==> src/inc/mpp_defs.svh <==
// constants for the multiplexed port pin block: apb offsets, field positions, resets
// assumes byte addresses on an 8-bit apb address, one 32-bit word per register
`ifndef MPP_DEFS_SVH
`define MPP_DEFS_SVH

`define MPP_NUM_PORTS      6
`define MPP_ADDR_W         8

// port n output latch / pin level at LATCH + 4n, direction at DIR + 4n
`define MPP_OFS_LATCH      8'h00
`define MPP_OFS_DIR        8'h20
`define MPP_OFS_FSEL1      8'h40
`define MPP_OFS_FSEL2      8'h44
`define MPP_OFS_FSEL3      8'h48
`define MPP_OFS_RT_CTRL    8'h4c
`define MPP_OFS_RT_BUF     8'h50
`define MPP_OFS_PULL       8'h54
`define MPP_OFS_MEM_MODE   8'h58
`define MPP_OFS_EDGE_A     8'h5c
`define MPP_OFS_EDGE_B     8'h60

// field positions
`define MPP_RT_LOW_SEL_BIT 0
`define MPP_PULL_P0_BIT    0
`define MPP_PULL_P4_BIT    1
`define MPP_PULL_P5_BIT    2
`define MPP_MM_EXT_BIT     0
`define MPP_MM_BUS16_BIT   1
`define MPP_EDGE_NMI_BIT   0

// reset values: every pin an input, no alternate function
`define MPP_RST_DIR        8'hff
`define MPP_RST_LATCH      8'h00
`define MPP_RST_ZERO       8'h00

// usable pins per port
`define MPP_MASK_4BIT      8'h0f
`define MPP_MASK_8BIT      8'hff

`endif

==> src/inc/mpp_pkg.sv <==
// types shared by the port pin block and whatever wires it into a chip
// assumes pad cells resolve dout/oe/pull into the real pin level
package mpp_pkg;

  typedef struct packed {
    logic [7:0] dout;
    logic [7:0] oe;
    logic [7:0] pull;
  } mpp_pad_s;

  typedef struct packed {
    logic [3:0] t0;
    logic [1:0] t1;
    logic [1:0] t2;
    logic [1:0] t3;
  } mpp_timer_s;

  typedef struct packed {
    logic [1:0] txd;
    logic [1:0] sck_out;
    logic [1:0] sck_oe;
  } mpp_serial_out_s;

  typedef struct packed {
    logic [1:0] rxd;
    logic [1:0] sck_in;
  } mpp_serial_in_s;

  typedef struct packed {
    logic [15:0] ad_out;
    logic [15:0] ad_oe;
  } mpp_bus_out_s;

  typedef struct packed {
    logic       nmi;
    logic [6:0] irq;
    logic [3:0] capture;
    logic       adc_start;
    logic       tclk2;
    logic       tclk3;
  } mpp_event_s;

endpackage

==> src/rtl/mpp_ports.sv <==
// pin multiplexing, direction, pull-up and register logic for ports 0 to 5
// assumes an apb master on sys_clk_in and pad cells outside that merge dout/oe/pull
//
// The implementer's own choices: the APB slave port and the placing of the registers.
`timescale 1ns/10ps
`include "mpp_defs.svh"

module mpp_ports
  import mpp_pkg::*;
(
  input  wire logic                          sys_clk_in,
  input  wire logic                          reset_n_in,
  // apb slave
  input  wire logic                          psel_in,
  input  wire logic                          penable_in,
  input  wire logic                          pwrite_in,
  input  wire logic [`MPP_ADDR_W-1:0]        paddr_in,
  input  wire logic [31:0]                   pwdata_in,
  output logic      [31:0]                   prdata_out,
  output logic                               pready_out,
  output logic                               pslverr_out,
  // pads: raw pin levels in, drive/enable/pull out
  input  wire logic [`MPP_NUM_PORTS-1:0][7:0] pin_in,
  output mpp_pad_s  [`MPP_NUM_PORTS-1:0]     pad_out,
  // peripherals on the alternate functions
  input  wire logic                          rt_trigger_in,
  input  wire mpp_timer_s                    timer_in,
  input  wire mpp_serial_out_s               serial_in,
  input  wire mpp_bus_out_s                  ext_bus_in,
  output mpp_serial_in_s                     serial_out,
  output logic      [15:0]                   ext_bus_data_out,
  output mpp_event_s                         event_out
);

  localparam int NP = `MPP_NUM_PORTS;
  localparam logic [NP-1:0][7:0] WIDTH_MASK = {`MPP_MASK_8BIT, `MPP_MASK_8BIT,
    `MPP_MASK_8BIT, `MPP_MASK_8BIT, `MPP_MASK_4BIT, `MPP_MASK_4BIT};

  logic [NP-1:0][7:0] out_latch;
  logic [NP-1:0][7:0] dir;            // 1 = input
  logic [7:0]         fsel1;
  logic [7:0]         fsel2;
  logic [7:0]         fsel3;
  logic [7:0]         rt_ctrl;
  logic [3:0]         rt_buf;
  logic [3:0]         rt_stage;
  logic [2:0]         pull_ctl;
  logic [1:0]         mem_mode;
  logic [7:0]         edge_a;
  logic [7:0]         edge_b;

  logic [NP-1:0][7:0] pin_meta;
  logic [NP-1:0][7:0] pin_sync;
  logic [7:0]         p2_prev;

  logic               access;
  logic               wr_go;
  logic [31:0]        next_rdata;
  logic               next_hit;
  mpp_pad_s [NP-1:0]  next_pad;
  mpp_event_s         next_event;

  assign access = psel_in & penable_in;
  // a write lands on the edge where the master sees pready high
  assign wr_go  = access & pready_out & pwrite_in & next_hit;

  // apb: one wait state, pready and read data both come from flops
  always_ff @(posedge sys_clk_in or negedge reset_n_in) begin
    if (!reset_n_in) begin
      pready_out  <= 1'b0;
      pslverr_out <= 1'b0;
      prdata_out  <= 32'h0000_0000;
    end else if (access && !pready_out) begin
      pready_out  <= 1'b1;
      pslverr_out <= ~next_hit;
      prdata_out  <= next_rdata;
    end else begin
      pready_out  <= 1'b0;
      pslverr_out <= 1'b0;
    end
  end

  // decode and read mux
  always_comb begin
    next_rdata = 32'h0000_0000;
    next_hit   = 1'b1;
    unique case (paddr_in)
      `MPP_OFS_FSEL1:    next_rdata[7:0] = fsel1;
      `MPP_OFS_FSEL2:    next_rdata[7:0] = fsel2;
      `MPP_OFS_FSEL3:    next_rdata[7:0] = fsel3;
      `MPP_OFS_RT_CTRL:  next_rdata[7:0] = rt_ctrl;
      `MPP_OFS_RT_BUF:   next_rdata[3:0] = rt_buf;
      `MPP_OFS_PULL:     next_rdata[2:0] = pull_ctl;
      `MPP_OFS_MEM_MODE: next_rdata[1:0] = mem_mode;
      `MPP_OFS_EDGE_A:   next_rdata[7:0] = edge_a;
      `MPP_OFS_EDGE_B:   next_rdata[7:0] = edge_b;
      default:           next_hit = 1'b0;
    endcase
    for (int p = 0; p < NP; p++) begin
      // reads see the synchronised pin, whatever owns it
      if (paddr_in == `MPP_OFS_LATCH + 8'(4 * p)) begin
        next_hit        = 1'b1;
        next_rdata[7:0] = pin_sync[p] & WIDTH_MASK[p];
      end
      if (paddr_in == `MPP_OFS_DIR + 8'(4 * p)) begin
        next_hit        = 1'b1;
        next_rdata[7:0] = dir[p] & WIDTH_MASK[p];
      end
    end
  end

  // per-port latch and direction; bits beyond a 4-bit port stay at reset
  genvar gp;
  generate
    for (gp = 0; gp < NP; gp++) begin : g_port_regs
      always_ff @(posedge sys_clk_in or negedge reset_n_in) begin
        if (!reset_n_in) begin
          out_latch[gp] <= `MPP_RST_LATCH;   // undefined by intent; 0 keeps sims clean
          dir[gp]       <= `MPP_RST_DIR;     // every pin an input
        end else if (wr_go) begin
          // latch is written regardless of direction and held
          if (paddr_in == `MPP_OFS_LATCH + 8'(4 * gp)) begin
            out_latch[gp] <= pwdata_in[7:0] & WIDTH_MASK[gp];
          end
          if (paddr_in == `MPP_OFS_DIR + 8'(4 * gp)) begin
            dir[gp] <= pwdata_in[7:0] | ~WIDTH_MASK[gp];
          end
        end
      end
    end
  endgenerate

  // mode and function-select registers
  always_ff @(posedge sys_clk_in or negedge reset_n_in) begin
    if (!reset_n_in) begin
      fsel1    <= `MPP_RST_ZERO;
      fsel2    <= `MPP_RST_ZERO;
      fsel3    <= `MPP_RST_ZERO;
      rt_ctrl  <= `MPP_RST_ZERO;
      rt_buf   <= 4'h0;
      pull_ctl <= 3'h0;
      mem_mode <= 2'h0;
      edge_a   <= `MPP_RST_ZERO;
      edge_b   <= `MPP_RST_ZERO;
    end else if (wr_go) begin
      unique case (paddr_in)
        `MPP_OFS_FSEL1:    fsel1    <= pwdata_in[7:0] & `MPP_MASK_4BIT;
        `MPP_OFS_FSEL2:    fsel2    <= pwdata_in[7:0];
        `MPP_OFS_FSEL3:    fsel3    <= pwdata_in[7:0];
        `MPP_OFS_RT_CTRL:  rt_ctrl  <= pwdata_in[7:0];
        `MPP_OFS_RT_BUF:   rt_buf   <= pwdata_in[3:0];
        `MPP_OFS_PULL:     pull_ctl <= pwdata_in[2:0];
        `MPP_OFS_MEM_MODE: mem_mode <= pwdata_in[1:0];
        `MPP_OFS_EDGE_A:   edge_a   <= pwdata_in[7:0];
        `MPP_OFS_EDGE_B:   edge_b   <= pwdata_in[7:0];
        default:           ;
      endcase
    end
  end

  // real-time output: buffer moves to the pins only on the interval trigger
  always_ff @(posedge sys_clk_in or negedge reset_n_in) begin
    if (!reset_n_in) begin
      rt_stage <= 4'h0;
    end else if (rt_trigger_in) begin
      rt_stage <= rt_buf;
    end
  end

  // pins come from outside the clock domain: two flops before any use
  always_ff @(posedge sys_clk_in or negedge reset_n_in) begin
    if (!reset_n_in) begin
      pin_meta <= '0;
      pin_sync <= '0;
      p2_prev  <= 8'h00;
    end else begin
      pin_meta <= pin_in;
      pin_sync <= pin_meta;
      p2_prev  <= pin_sync[2];
    end
  end

  // pad drive, enable and pull
  always_comb begin
    logic ext_en;
    logic bus16;
    ext_en = mem_mode[`MPP_MM_EXT_BIT];
    bus16  = mem_mode[`MPP_MM_BUS16_BIT];
    for (int p = 0; p < NP; p++) begin
      // port mode: direction bit 0 drives the latch
      next_pad[p].dout = out_latch[p] & WIDTH_MASK[p];
      next_pad[p].oe   = ~dir[p] & WIDTH_MASK[p];
      next_pad[p].pull = 8'h00;
    end
    // port 0 real-time output replaces the latch data
    if (rt_ctrl[`MPP_RT_LOW_SEL_BIT]) begin
      next_pad[0].dout[3:0] = rt_stage;
    end
    // port 1 timer outputs override direction
    for (int b = 0; b < 4; b++) begin
      if (fsel1[b]) begin
        next_pad[1].dout[b] = (b < 2) ? timer_in.t2[b[0]] : timer_in.t3[b[0]];
        next_pad[1].oe[b]   = 1'b1;
      end
    end
    // port 2: pin 0 never drives
    next_pad[2].oe[0] = 1'b0;
    for (int b = 1; b < 8; b++) begin
      if (fsel2[b]) begin
        // pins 1-4 carry timer 0, others have no output function
        next_pad[2].dout[b] = (b <= 4) ? timer_in.t0[b - 1] : 1'b0;
        next_pad[2].oe[b]   = (b <= 4);
      end
    end
    // port 3 alternate functions per pin
    for (int b = 0; b < 8; b++) begin
      if (fsel3[b]) begin
        unique case (b)
          0, 1: begin
            next_pad[3].dout[b] = timer_in.t1[b];
            next_pad[3].oe[b]   = 1'b1;
          end
          3, 6: begin
            next_pad[3].dout[b] = serial_in.txd[b / 6];
            next_pad[3].oe[b]   = 1'b1;
          end
          4, 7: begin
            next_pad[3].dout[b] = serial_in.sck_out[b / 7];
            next_pad[3].oe[b]   = serial_in.sck_oe[b / 7];
          end
          default: begin
            next_pad[3].dout[b] = 1'b0;      // receive pins only listen
            next_pad[3].oe[b]   = 1'b0;
          end
        endcase
      end
    end
    // external bus takes ports 4 and 5 whole
    if (ext_en) begin
      next_pad[4].dout = ext_bus_in.ad_out[7:0];
      next_pad[4].oe   = ext_bus_in.ad_oe[7:0];
      next_pad[5].dout = ext_bus_in.ad_out[15:8];
      // an 8-bit bus leaves the upper byte as a pure address output
      next_pad[5].oe   = bus16 ? ext_bus_in.ad_oe[15:8] : 8'hff;
    end
    // one enable each for ports 0, 4 and 5, applied only to pins not driving
    next_pad[0].pull = {8{pull_ctl[`MPP_PULL_P0_BIT]}} & ~next_pad[0].oe & WIDTH_MASK[0];
    next_pad[4].pull = {8{pull_ctl[`MPP_PULL_P4_BIT]}} & ~next_pad[4].oe;
    next_pad[5].pull = {8{pull_ctl[`MPP_PULL_P5_BIT]}} & ~next_pad[5].oe;
  end

  // inbound events from port 2, qualified by input port mode
  always_comb begin
    logic [7:0] in_ok;
    logic [7:0] rise;
    logic [7:0] fall;
    in_ok = dir[2] & ~fsel2;
    rise  = pin_sync[2] & ~p2_prev;
    fall  = ~pin_sync[2] & p2_prev;
    // nmi ignores any interrupt enable; edge from register a
    next_event.nmi = in_ok[0] &
      (edge_a[`MPP_EDGE_NMI_BIT] ? rise[0] : fall[0]);
    // register a enables rising, register b falling, per input
    next_event.irq = in_ok[7:1] & ((rise[7:1] & edge_a[7:1]) | (fall[7:1] & edge_b[7:1]));
    next_event.capture   = next_event.irq[3:0];
    next_event.adc_start = next_event.irq[4];
    next_event.tclk2     = in_ok[6] & pin_sync[2][6];
    next_event.tclk3     = in_ok[7] & pin_sync[2][7];
  end

  // every outward signal leaves from a flop; pads reset to high impedance
  always_ff @(posedge sys_clk_in or negedge reset_n_in) begin
    if (!reset_n_in) begin
      pad_out          <= '0;
      event_out        <= '0;
      serial_out       <= '0;
      ext_bus_data_out <= 16'h0000;
    end else begin
      pad_out               <= next_pad;
      event_out             <= next_event;
      serial_out.rxd        <= {pin_sync[3][5], pin_sync[3][2]};
      serial_out.sck_in     <= {pin_sync[3][7], pin_sync[3][4]};
      ext_bus_data_out      <= {pin_sync[5], pin_sync[4]};
    end
  end

endmodule

==> config.mk <==
export PLATFORM = sky130hd
export DESIGN_NAME = mpp_ports
export DESIGN_NICKNAME = d
export VERILOG_FILES = /design/src/inc/mpp_pkg.sv /design/src/rtl/mpp_ports.sv
export VERILOG_INCLUDE_DIRS = /design/src /design/src/inc
export SDC_FILE = /design/constraint.sdc
export NUM_CORES = 1
export LEC_CHECK = 0
export BUFFER_PORTS_ARGS = -buffer_cell sky130_fd_sc_hd__buf_2
export CAP_MARGIN = 20
export CORE_MARGIN = 1
export CORE_UTILIZATION = 28
export DETAILED_ROUTE_END_ITERATION = 7
export PLACE_DENSITY = 0.58
export SETUP_SLACK_MARGIN = 0.5
export SLEW_MARGIN = 40
export SYNTH_ARGS = -nofsm -noshare
export SYNTH_HDL_FRONTEND = slang
export SYNTH_SLANG_ARGS = --single-unit
==> constraint.sdc <==
create_clock -name sys_clk_in -period 2.1 [get_ports sys_clk_in]
set_clock_uncertainty 0.15 [all_clocks]
set_input_delay 0.315 -clock sys_clk_in [delete_from_list [all_inputs] [get_ports sys_clk_in]]
set_output_delay 0.315 -clock sys_clk_in [all_outputs]
set_load 0.05 [all_outputs]
After elaboration in Yosys (flattened, before gate mapping)
Cells that the tools add are included.
- register bits after elaboration: 369
- bits in latches: 0
- memory bits (writable): 0
- memory bits (read-only): 0
- output and inout port bits: 213
- logic and storage cells: 211
- memories kept: 0
- add/subtract/negate cells: 0
- $mul: 0
- divide/modulo/power cells: 0
- $lt $le $gt $ge: 0
- equal/unequal tests: 20
- shifts and indexed selects: 0
- muxes and demuxes: 74
- bitwise logic cells: 30
- reductions and logical operators: 25
- operators with widths (cell ; count):
    $mux 8 ; 13
    $eq 8x7->1 const B ; 9
    $not 8->8 ; 9
    $mux 1 ; 54
    $eq 8x6->1 const B ; 6
    $reduce_and 2->1 ; 21
    $and 8x8->8 ; 5
    $mux 16 ; 2
    $and 7x7->7 ; 3
    $pmux 4 s5 ; 1
    $pmux 2 s9 ; 1
    $eq 8x4->1 const B ; 2
    $eq 8x5->1 const B ; 2
    $not 4->4 ; 3
    $reduce_or 9->1 ; 1
    $eq 8x3->1 const B ; 1
    $logic_not 8->1 ; 1
    $pmux 1 s8 ; 1
    $and 1x1->1 ; 7
    $or 7x7->7 ; 1
    $pmux 1 s7 ; 1
    $and 4x4->4 ; 1
    $mux 4 ; 1
    $logic_and 1x1->1 ; 1
    other kinds (2) ; 2

Depth between registers and ports, before layout
Gate-level depths: netlist of the first run.
- depth in word-level cells: 17
- gate-level depth with buffers: 9
- depth with buffers taken out: 7

Worst setup path before layout of the first run
Ideal clock, no wire load.
- kind: input -> register
- start: input paddr_in[0]
- end: register out_latch[32] (netlist name)
- setup time: 0.125 ns
- arrival time: 1.893 ns
- data required time: 1.825 ns
- setup slack: -0.068 ns
- stages: 7
- path buffers: 2
- path through: buf_4 > or4_1 > buf_4 > nor2_4 > nand2_2 > nor2_4 > mux2_2
- longest elaborated chain between the ends: 17
- elaborated cells between the ends (all ways): 37
- classes of those cells: eq/ne: 20; mux: 13; bitwise: 1; reduce/logical: 3
- RTL lines (element ; RTL line ; source):
    start, declared ; mpp_ports.sv:17 ; input wire logic [`MPP_ADDR_W-1:0] paddr_in,
    $eq 8x7->1 ; mpp_ports.sv:87 ; unique case (paddr_in)
    $reduce_or 9->1 (no line) ; n/a ;
    $mux 1 ; mpp_ports.sv:87 ;
    $mux 1 ; mpp_ports.sv:101 ; if (paddr_in == `MPP_OFS_LATCH + 8'(4 * p)) begin
    $mux 1 ; mpp_ports.sv:105 ; if (paddr_in == `MPP_OFS_DIR + 8'(4 * p)) begin
    $mux 1 ; mpp_ports.sv:101 ;
    $mux 1 ; mpp_ports.sv:105 ;
    $mux 1 ; mpp_ports.sv:101 ;
    $mux 1 ; mpp_ports.sv:105 ;
    $mux 1 ; mpp_ports.sv:101 ;
    $mux 1 ; mpp_ports.sv:105 ;
    $mux 1 ; mpp_ports.sv:101 ;
    $mux 1 ; mpp_ports.sv:105 ;
    $mux 1 ; mpp_ports.sv:101 ;
    $mux 1 ; mpp_ports.sv:105 ;
    $and 1x1->1 ; mpp_ports.sv:65 ; assign wr_go = access & pready_out & pwrite_in & next_hit;
    $reduce_and 2->1 (no line) * ; n/a ;
    end signal, assigned by index ; mpp_ports.sv:118 ; out_latch[gp] <= `MPP_RST_LATCH;
    end signal, assigned by index ; mpp_ports.sv:123 ; out_latch[gp] <= pwdata_in[7:0] & WIDTH_MASK[gp];
    end, declared ; mpp_ports.sv:39 ; logic [NP-1:0][7:0] out_latch;
Every way passes the cells marked *; elsewhere a longest branch is shown, timed or not.
A chain may end at the register's enable or synchronous reset.

Final worst setup path of the first run
- start: register pin_sync[22] (netlist name)
- end: register prdata_out[6]
- longest elaborated chain between the ends: 8
- RTL lines (element ; RTL line ; source):
    start, declared ; mpp_ports.sv:53 ; logic [NP-1:0][7:0] pin_sync;
    start signal, assigned ; mpp_ports.sv:178 ; pin_sync <= pin_meta;
    $mux 8 ; mpp_ports.sv:101 ;
    $mux 8 ; mpp_ports.sv:105 ;
    $mux 8 ; mpp_ports.sv:101 ;
    $mux 8 ; mpp_ports.sv:105 ;
    $mux 8 ; mpp_ports.sv:101 ;
    $mux 8 ; mpp_ports.sv:105 ;
    $mux 8 ; mpp_ports.sv:101 ;
    $mux 8 ; mpp_ports.sv:105 ;
    end signal, assigned ; mpp_ports.sv:76 ; prdata_out <= next_rdata;
    end, declared ; mpp_ports.sv:19 ; output logic [31:0] prdata_out,
No other way between the ends.

==> run metrics, run 1 <==
combinational power share 10.8%; Max-Cap Viols 0; worst hold path type in -> reg; row cnt 83; grt ovf 0; largest net degree at the start of global routing 59; pin slew with the least headroom to its limit 645.6 ps; Final Hold Vio Count 0; IO buf count 253; area of the core 51300 um^2; fill cell count 4729; DRC Markers 0; total CTS buffers 40; Hold Path Sink dir[2]$_DFFE_PN1P_; sw power 4.081 mW; most frequent cells after synthesis dfrtp_1, mux2_2, buf_4, nand2_1, nor2_1; Setup CP Type reg -> reg; Worst EP required 2390 ps; CTS sink count 364; global-route wire length before repair 71260 um; final setup fails 0; routability congestion estimate 0.8858; Final Max Slew Viols 0; ratio of cells with drive above 1 in the final layout 50.52%; Root Driver clkbuf_16; Critical Path AT 2120 ps; Pleak 10.13 nW; Final HPWL DP 34120 um; cell count of the worst reg-to-reg path 7; status completed; Post-DP Area 17890 um^2; Worst-Skew Late Latency 560 ps; Hold Path Stages 3; initial antenna violation count 2; RR Startpoint pin_sync[22]$_DFF_PN0_; CTS H-tree lvls 2; ys flop type dfrtp_1; Post-Syn Instances 1081; DR pass1 iterations 5; register share of total power 45.6%; Yosys Warn Count 0; Post-Syn Area 14510 um^2; flop2flop setup slack 270 ps; Cell Count Post-Placement 2111; design area 21960 um^2; Hold Slack 105.1 ps; vias in the first global route 10930; die height 229.6 um; CP Launch Type flip-flop; Yosys reg bits 364; synth top area cells dfrtp_1, mux2_2, dfstp_2; via count 10360; Switching Fraction 25.49%; Layout area overhead 51.39%; Final Util 42.81%; PD cells 728.9 nW/um^2; starting density of the core 28.28%; TritonCTS clock tree done; clock-pin slew on the worst setup and hold paths 70 ps; pre-CTS setup slack -262.4 ps; maximum clock rate 0.5479 GHz; antenna-violating nets left 0; Final WS setup 274.8 ps; DR WL/cell 20.82 um; register area share after synthesis 63.13%; fin cells 2312; initial DRC count 604; Synth async-reset ratio 100.0%; share of the synthesized area in the top cell type 55.89%; top-count cell post-synth dfrtp_1; io pins 355; RSZ-0062 raised after global routing yes; Yosys cell types 77; Post-Syn Area per Cell 13.42 um^2; Peak VDD IR 0.5001 mV; crit path capture type flip-flop; Final Net Count 1742; final worst path period share 86.92%; Slew HR 56.96%; Tot GR Track Use 18.28%; WL final 48130 um; CTS Buffer Depth 3; Die X 229.6 um; worst r2r dst prdata_out[6]$_DFFE_PN0P_; clock network fraction of design power 43.6%; Post-synth EDFFs 0; Hold Crit Start pwdata_in[2]; minimum clock period 1825 ps; vias per cell 4.480; CP Max Fanout 2; Power Internal 11.93 mW; area leader, netlist dfrtp_1; die area 52730 um^2
-- critical path: stages (launching register included) --
cell and delay, ps:
dfrtp_1 420, mux2_4 280, a22oi_2 140, nor2_2 60, a21oi_2 140, a21oi_2 80
buf_4 150, o32a_1 270
-- cell usage in the layout, fill, tap and decap left out, types with 10 or more instances in the layout --
cell type      Yosys  routed
dfrtp_1          324     320
nor2_1            41      38
o21ai_0           39      30
mux2i_1           11      10
mux2_4             0      96
dfstp_2           40      40
buf_6              2     162
nand3_1           13      11
buf_12             0      27
buf_2             17     103
clkbuf_16          0      41
conb_1             1      69
mux2_2           173      78
a21oi_1           40      30
clkbuf_1          27      11
buf_4             77     148
nor2b_1           24      22
o22ai_1           12      10
nor2_4             4      10
dlygate4sd3_1      0      90
nand2_1           54      43
nand2b_1          16      16
nor3_1            15      10
nand3b_1          13      13
a21oi_2            0      10
-- cells by family after synthesis --
family	Yosys count	share of synthesized area [%]
DFF	364	63.13
and+or+nand+nor	242	10.10
buffers and inverters	134	5.709
muxes	185	14.26
other	1	0.02585
xor gates and xnor gates	1	0.06038
AOI/OAI and AO/OA	154	6.710
-- metal layers --
metal	share of wire [%]	GRT usage (%)
met3	5.2	4.146
met2	49	30.29
met5	0.035	0
met1	44	23.92
met4	2.1	4.833
-- power by group through the flow --
stage | sequential (mW) | clock, mW | combinational [mW]
2_1_floorplan | 7.61 | 0 | 0.688
3_3_place_gp | 7.40 | 0 | 1.42
3_5_place_dp | 7.41 | 0 | 1.43
4_1_cts | 7.30 | 7.20 | 1.70
5_1_grt | 7.31 | 7.50 | 1.84
6_report | 7.30 | 6.98 | 1.74
-- how the worst max path moves through the flow --
stage | from | end | slack [ps]
floorplan | paddr_in[1] | out_latch[32]$_DFFE_PN0P_ | -50
global placement | paddr_in[2] | prdata_out[0]$_DFFE_PN0P_ | -260
detailed placement | paddr_in[5] | prdata_out[6]$_DFFE_PN0P_ | -260
CTS | pin_sync[22]$_DFF_PN0_ | prdata_out[6]$_DFFE_PN0P_ | 240
global route | pin_sync[22]$_DFF_PN0_ | prdata_out[6]$_DFFE_PN0P_ | 200
finish | pin_sync[22]$_DFF_PN0_ | prdata_out[6]$_DFFE_PN0P_ | 270
-- cell type report --
class	instances	area (um^2)	share of cell area, %
multi-input combinational	651	5650	25.73
inverter	9	33.78	0.1538
antenna	1	2.502	0.01139
clock inverter	14	141.4	0.6437
clock buffer	59	1164	5.298
timing repair buffer	534	4957	22.57
tap	680	850.8	3.874
sequential	364	9164	41.72
-- through the flow --
stage | TNS [ps] | power, mW
global route | 0 | 16.64
CTS | 0 | 16.20
floorplan | -327.8 | 8.294
finish | 0 | 16.01
detailed placement | -12430 | 8.837
global placement | -11370 | 8.825
-- what timing repair did --
item,CTS,global route
hold endpoints to repair,398,0
gates cloned,1,0
pin swaps,36,27
setup buffers,24,12
hold buffers,90,0
gates resized for setup,349,87
endpoints found under the setup margin,276,224
-- flip-flops by register name (all words and copies together), names as in the netlist, 2 cells and up --
name,count
pad_out,99
dir,40
pin_meta,40
pin_sync,40
out_latch,39
ext_bus_data_out,16
event_out,10
edge_a,8
edge_b,8
fsel2,8
fsel3,8
p2_prev,8
prdata_out,8
rt_ctrl,8
fsel1,4
rt_buf,4
rt_stage,4
serial_out,4
pull_ctl,3
mem_mode,2
(Power assumes the default switching activity.)
==> inputs of run 2 (changes only) <==
--- a/config.mk
+++ b/config.mk
@@ -9,9 +9,9 @@
 export BUFFER_PORTS_ARGS = -buffer_cell sky130_fd_sc_hd__buf_2
 export CAP_MARGIN = 20
 export CORE_MARGIN = 1
-export CORE_UTILIZATION = 28
+export CORE_UTILIZATION = 35
 export DETAILED_ROUTE_END_ITERATION = 7
-export PLACE_DENSITY = 0.58
+export PLACE_DENSITY = 0.67
 export SETUP_SLACK_MARGIN = 0.5
 export SLEW_MARGIN = 40
 export SYNTH_ARGS = -nofsm -noshare
==> run 2 against run 1 <==
  * Die area fell by 20%
  * Global-route usage up 3.2 points
  * Sequential power about the same
  * Worst hold slack worse by 36 ps
  * Clock power about the same
  * Core utilization up 10 points
  * Routed wire length down 5.5%
  * Final area down 1.8%
  * Combinational power is essentially flat
  * Cell count fell by 6.9%
  * Non-clock buffer count shrank 11
  * Critical endpoint is now prdata_out[7]$_DFFE_PN0P_
  * Largest cell class unchanged
  * Largest power group unchanged
==> run metrics, run 2 (synthesized netlist as in run 1, its figures left out) <==
status completed; vias per cell 4.794 (+7.0%); Die X 205.6 um (-10%); io pins 355 (unchanged); RSZ-0062 raised after global routing yes; pre-CTS setup slack -262.6 ps (-0.1490 ps); initial DRC count 519 (-14%); Hold Crit Start paddr_in[1]; Largest Register pad_out; initial antenna violation count 0 (-2); total CTS buffers 40 (unchanged); Peak VDD IR 0.6442 mV (+29%); global-route wire length before repair 66540 um (-6.6%); design area 21580 um^2 (-1.8%); CTS sink count 364 (unchanged); Tot GR Track Use 21.47% (+3.2 points); pin slew with the least headroom to its limit 719.2 ps (+73.63 ps); worst r2r dst prdata_out[7]$_DFFE_PN0P_; Final HPWL DP 31780 um (-6.9%); worst path buffer plus inverter count 1 (unchanged); worst hold path type in -> reg; Final Util 52.84% (+10 points); area of the core 40830 um^2 (-20%); minimum clock period 1875 ps (+50.13 ps); Final Hold Vio Count 0 (unchanged); slowest stage delay, CP 420 ps (about the same); die height 205.6 um (-10%); register share of total power 45.6% (about the same); row cnt 74 (-11%); vias in the first global route 10710 (-2.0%); PD cells 741.5 nW/um^2 (+1.7%); Hold Path Stages 4 (+1); crit path capture type flip-flop; slowest library cell on the worst path dfrtp_2; Pleak 10.05 nW (-0.80%); fill cell count 3406 (-28%); clock network fraction of design power 43.6% (about the same); TritonCTS clock tree done; WL final 45470 um (-5.5%); CTS Buffer Depth 3 (unchanged); routability congestion estimate 0.8992 (+1.5%); starting density of the core 35.53% (+7.3 points); crit path cell chain mux2_4, a22oi_2, o22ai_2, a211oi_2, buf_4, a211oi_2, o22a_1; Slew HR 52.05% (-4.9 points); Post-DP Area 17630 um^2 (-1.4%); flop2flop setup slack 220 ps (-50 ps); cell count of the worst reg-to-reg path 7 (unchanged); sw power 4.018 mW (-1.6%); Hold Slack 69.08 ps (-36.01 ps); cell mode on critical path a211oi_2; commonest non-fill, non-tap cell in the layout dfrtp_1; multi-input combinational cell area 5633 um^2 (-0.31%); DRC Markers 0 (unchanged); RR Startpoint pin_sync[23]$_DFF_PN0_; combinational power share 10.8% (about the same); DR WL/cell 21.13 um (+1.5%); grt ovf 0 (unchanged); final worst path period share 89.30% (+2.4 points); Power Internal 11.98 mW (+0.43%); Final Max Slew Viols 0 (unchanged); Root Driver clkbuf_16; CP Max Fanout 2 (unchanged); Setup CP Type reg -> reg; Power, Total 16.00 mW (about the same); most frequent cells in the layout dfrtp_1, buf_4, buf_6, buf_2, dlygate4sd3_1; Worst EP required 2380 ps (about the same); CP Launch Type flip-flop; die area 42270 um^2 (-20%); Switching Fraction 25.12% (-0.38 points); CTS H-tree lvls 2 (unchanged); post-route setup TNS 0 ps (unchanged); Critical Path AT 2160 ps (+40 ps); diode count 0 (-1); antenna-violating nets left 0 (unchanged); Max-Cap Viols 0 (unchanged); Cell Count Post-Placement 1957 (-7.3%); Hold Path Sink pslverr_out$_DFF_PN0_; via count 10320 (-0.40%); Final Net Count 1731 (-0.63%); fin cells 2152 (-6.9%); register area 9168 um^2 (about the same); maximum clock rate 0.5332 GHz (-2.7%); ratio of cells with drive above 1 in the final layout 50.62% (+0.096 points); Final WS setup 224.6 ps (-50.13 ps); number of flip-flops in the largest register 99 (unchanged); largest net degree at the start of global routing 68 (+15%); IO buf count 253 (unchanged); cell family with most CP delay compound AO/OA/AOI/OAI gates; clock-pin slew on the worst setup and hold paths 60 ps (about the same); final setup fails 0 (unchanged); Layout area overhead 48.72%; DR pass1 iterations 5 (unchanged); Worst-Skew Late Latency 570 ps (about the same)
-- run 2: changes by cell type in the layout (fill, tap and decap cells not counted), sizes merged --
cell / delta
buf: -14
clkbuf: +5
clkinv: -2
clkinvlp: +1
diode: -1
inv: -1
-- run 2: repair_timing --
| item | 4_1_cts | 5_1_grt |
|---|---|---|
| endpoints found under the setup margin | 275 | 222 |
| hold buffers | 90 | 0 |
| resized for setup | 304 | 120 |
| buffers inserted | 14 | 17 |
| pin swaps | 27 | 23 |
| gates cloned | 1 | 0 |
| hold endpoints to repair | 434 | 0 |
-- run 2: power groups by stage --
stage	Combinational, mW	Sequential [mW]	Clock [mW]
final	1.73	7.29	6.98
after global routing	1.84	7.30	7.45
after CTS	1.67	7.29	7.17
after detailed placement	1.41	7.40	0
after global placement	1.40	7.40	0
after floorplan	0.688	7.61	0
-- run 2: worst max path at each step --
| stage | start | endpoint | slack (ps) | cells past startpoint |
|---|---|---|---|---|
| after CTS | pin_sync[23]$_DFF_PN0_ | prdata_out[7]$_DFFE_PN0P_ | 210 | 7 |
| after global placement | paddr_in[5] | prdata_out[3]$_DFFE_PN0P_ | -340 | 8 |
| final | pin_sync[23]$_DFF_PN0_ | prdata_out[7]$_DFFE_PN0P_ | 220 | 7 |
| after floorplan | paddr_in[1] | out_latch[32]$_DFFE_PN0P_ | -50 | 7 |
| after detailed placement | paddr_in[4] | prdata_out[7]$_DFFE_PN0P_ | -260 | 10 |
| after global routing | pin_sync[23]$_DFF_PN0_ | prdata_out[7]$_DFFE_PN0P_ | 160 | 7 |
-- run 2: cell type report --
cell class                      count  share of cell area, %
Timing Repair Buffer              523                  22.07
Multi-Input combinational cell    651                  26.11
Sequential cell                   364                  42.49
Inverter                            9                 0.1566
Clock buffer                       61                  5.521
Tap cell                          532                  3.085
Clock inverter                     12                 0.5741
-- run 2: tightest hold or removal path, delay by kind of cell --
kind,cells,cell delay (ps)
compound gates,1,170
simple gates,1,40
buf+inv,2,200
-- run 2: metal layers --
| layer | up-vias | wire (um) | track usage [%] |
|---|---|---|---|
| li1 | 4684 | - | - |
| met4 | 0 | 841 | 4.974 |
| met2 | 287 | 22120 | 35.38 |
| met1 | 5290 | 20320 | 29.44 |
| met3 | 56 | 2192 | 3.659 |
| met5 | - | 0 | 0 |
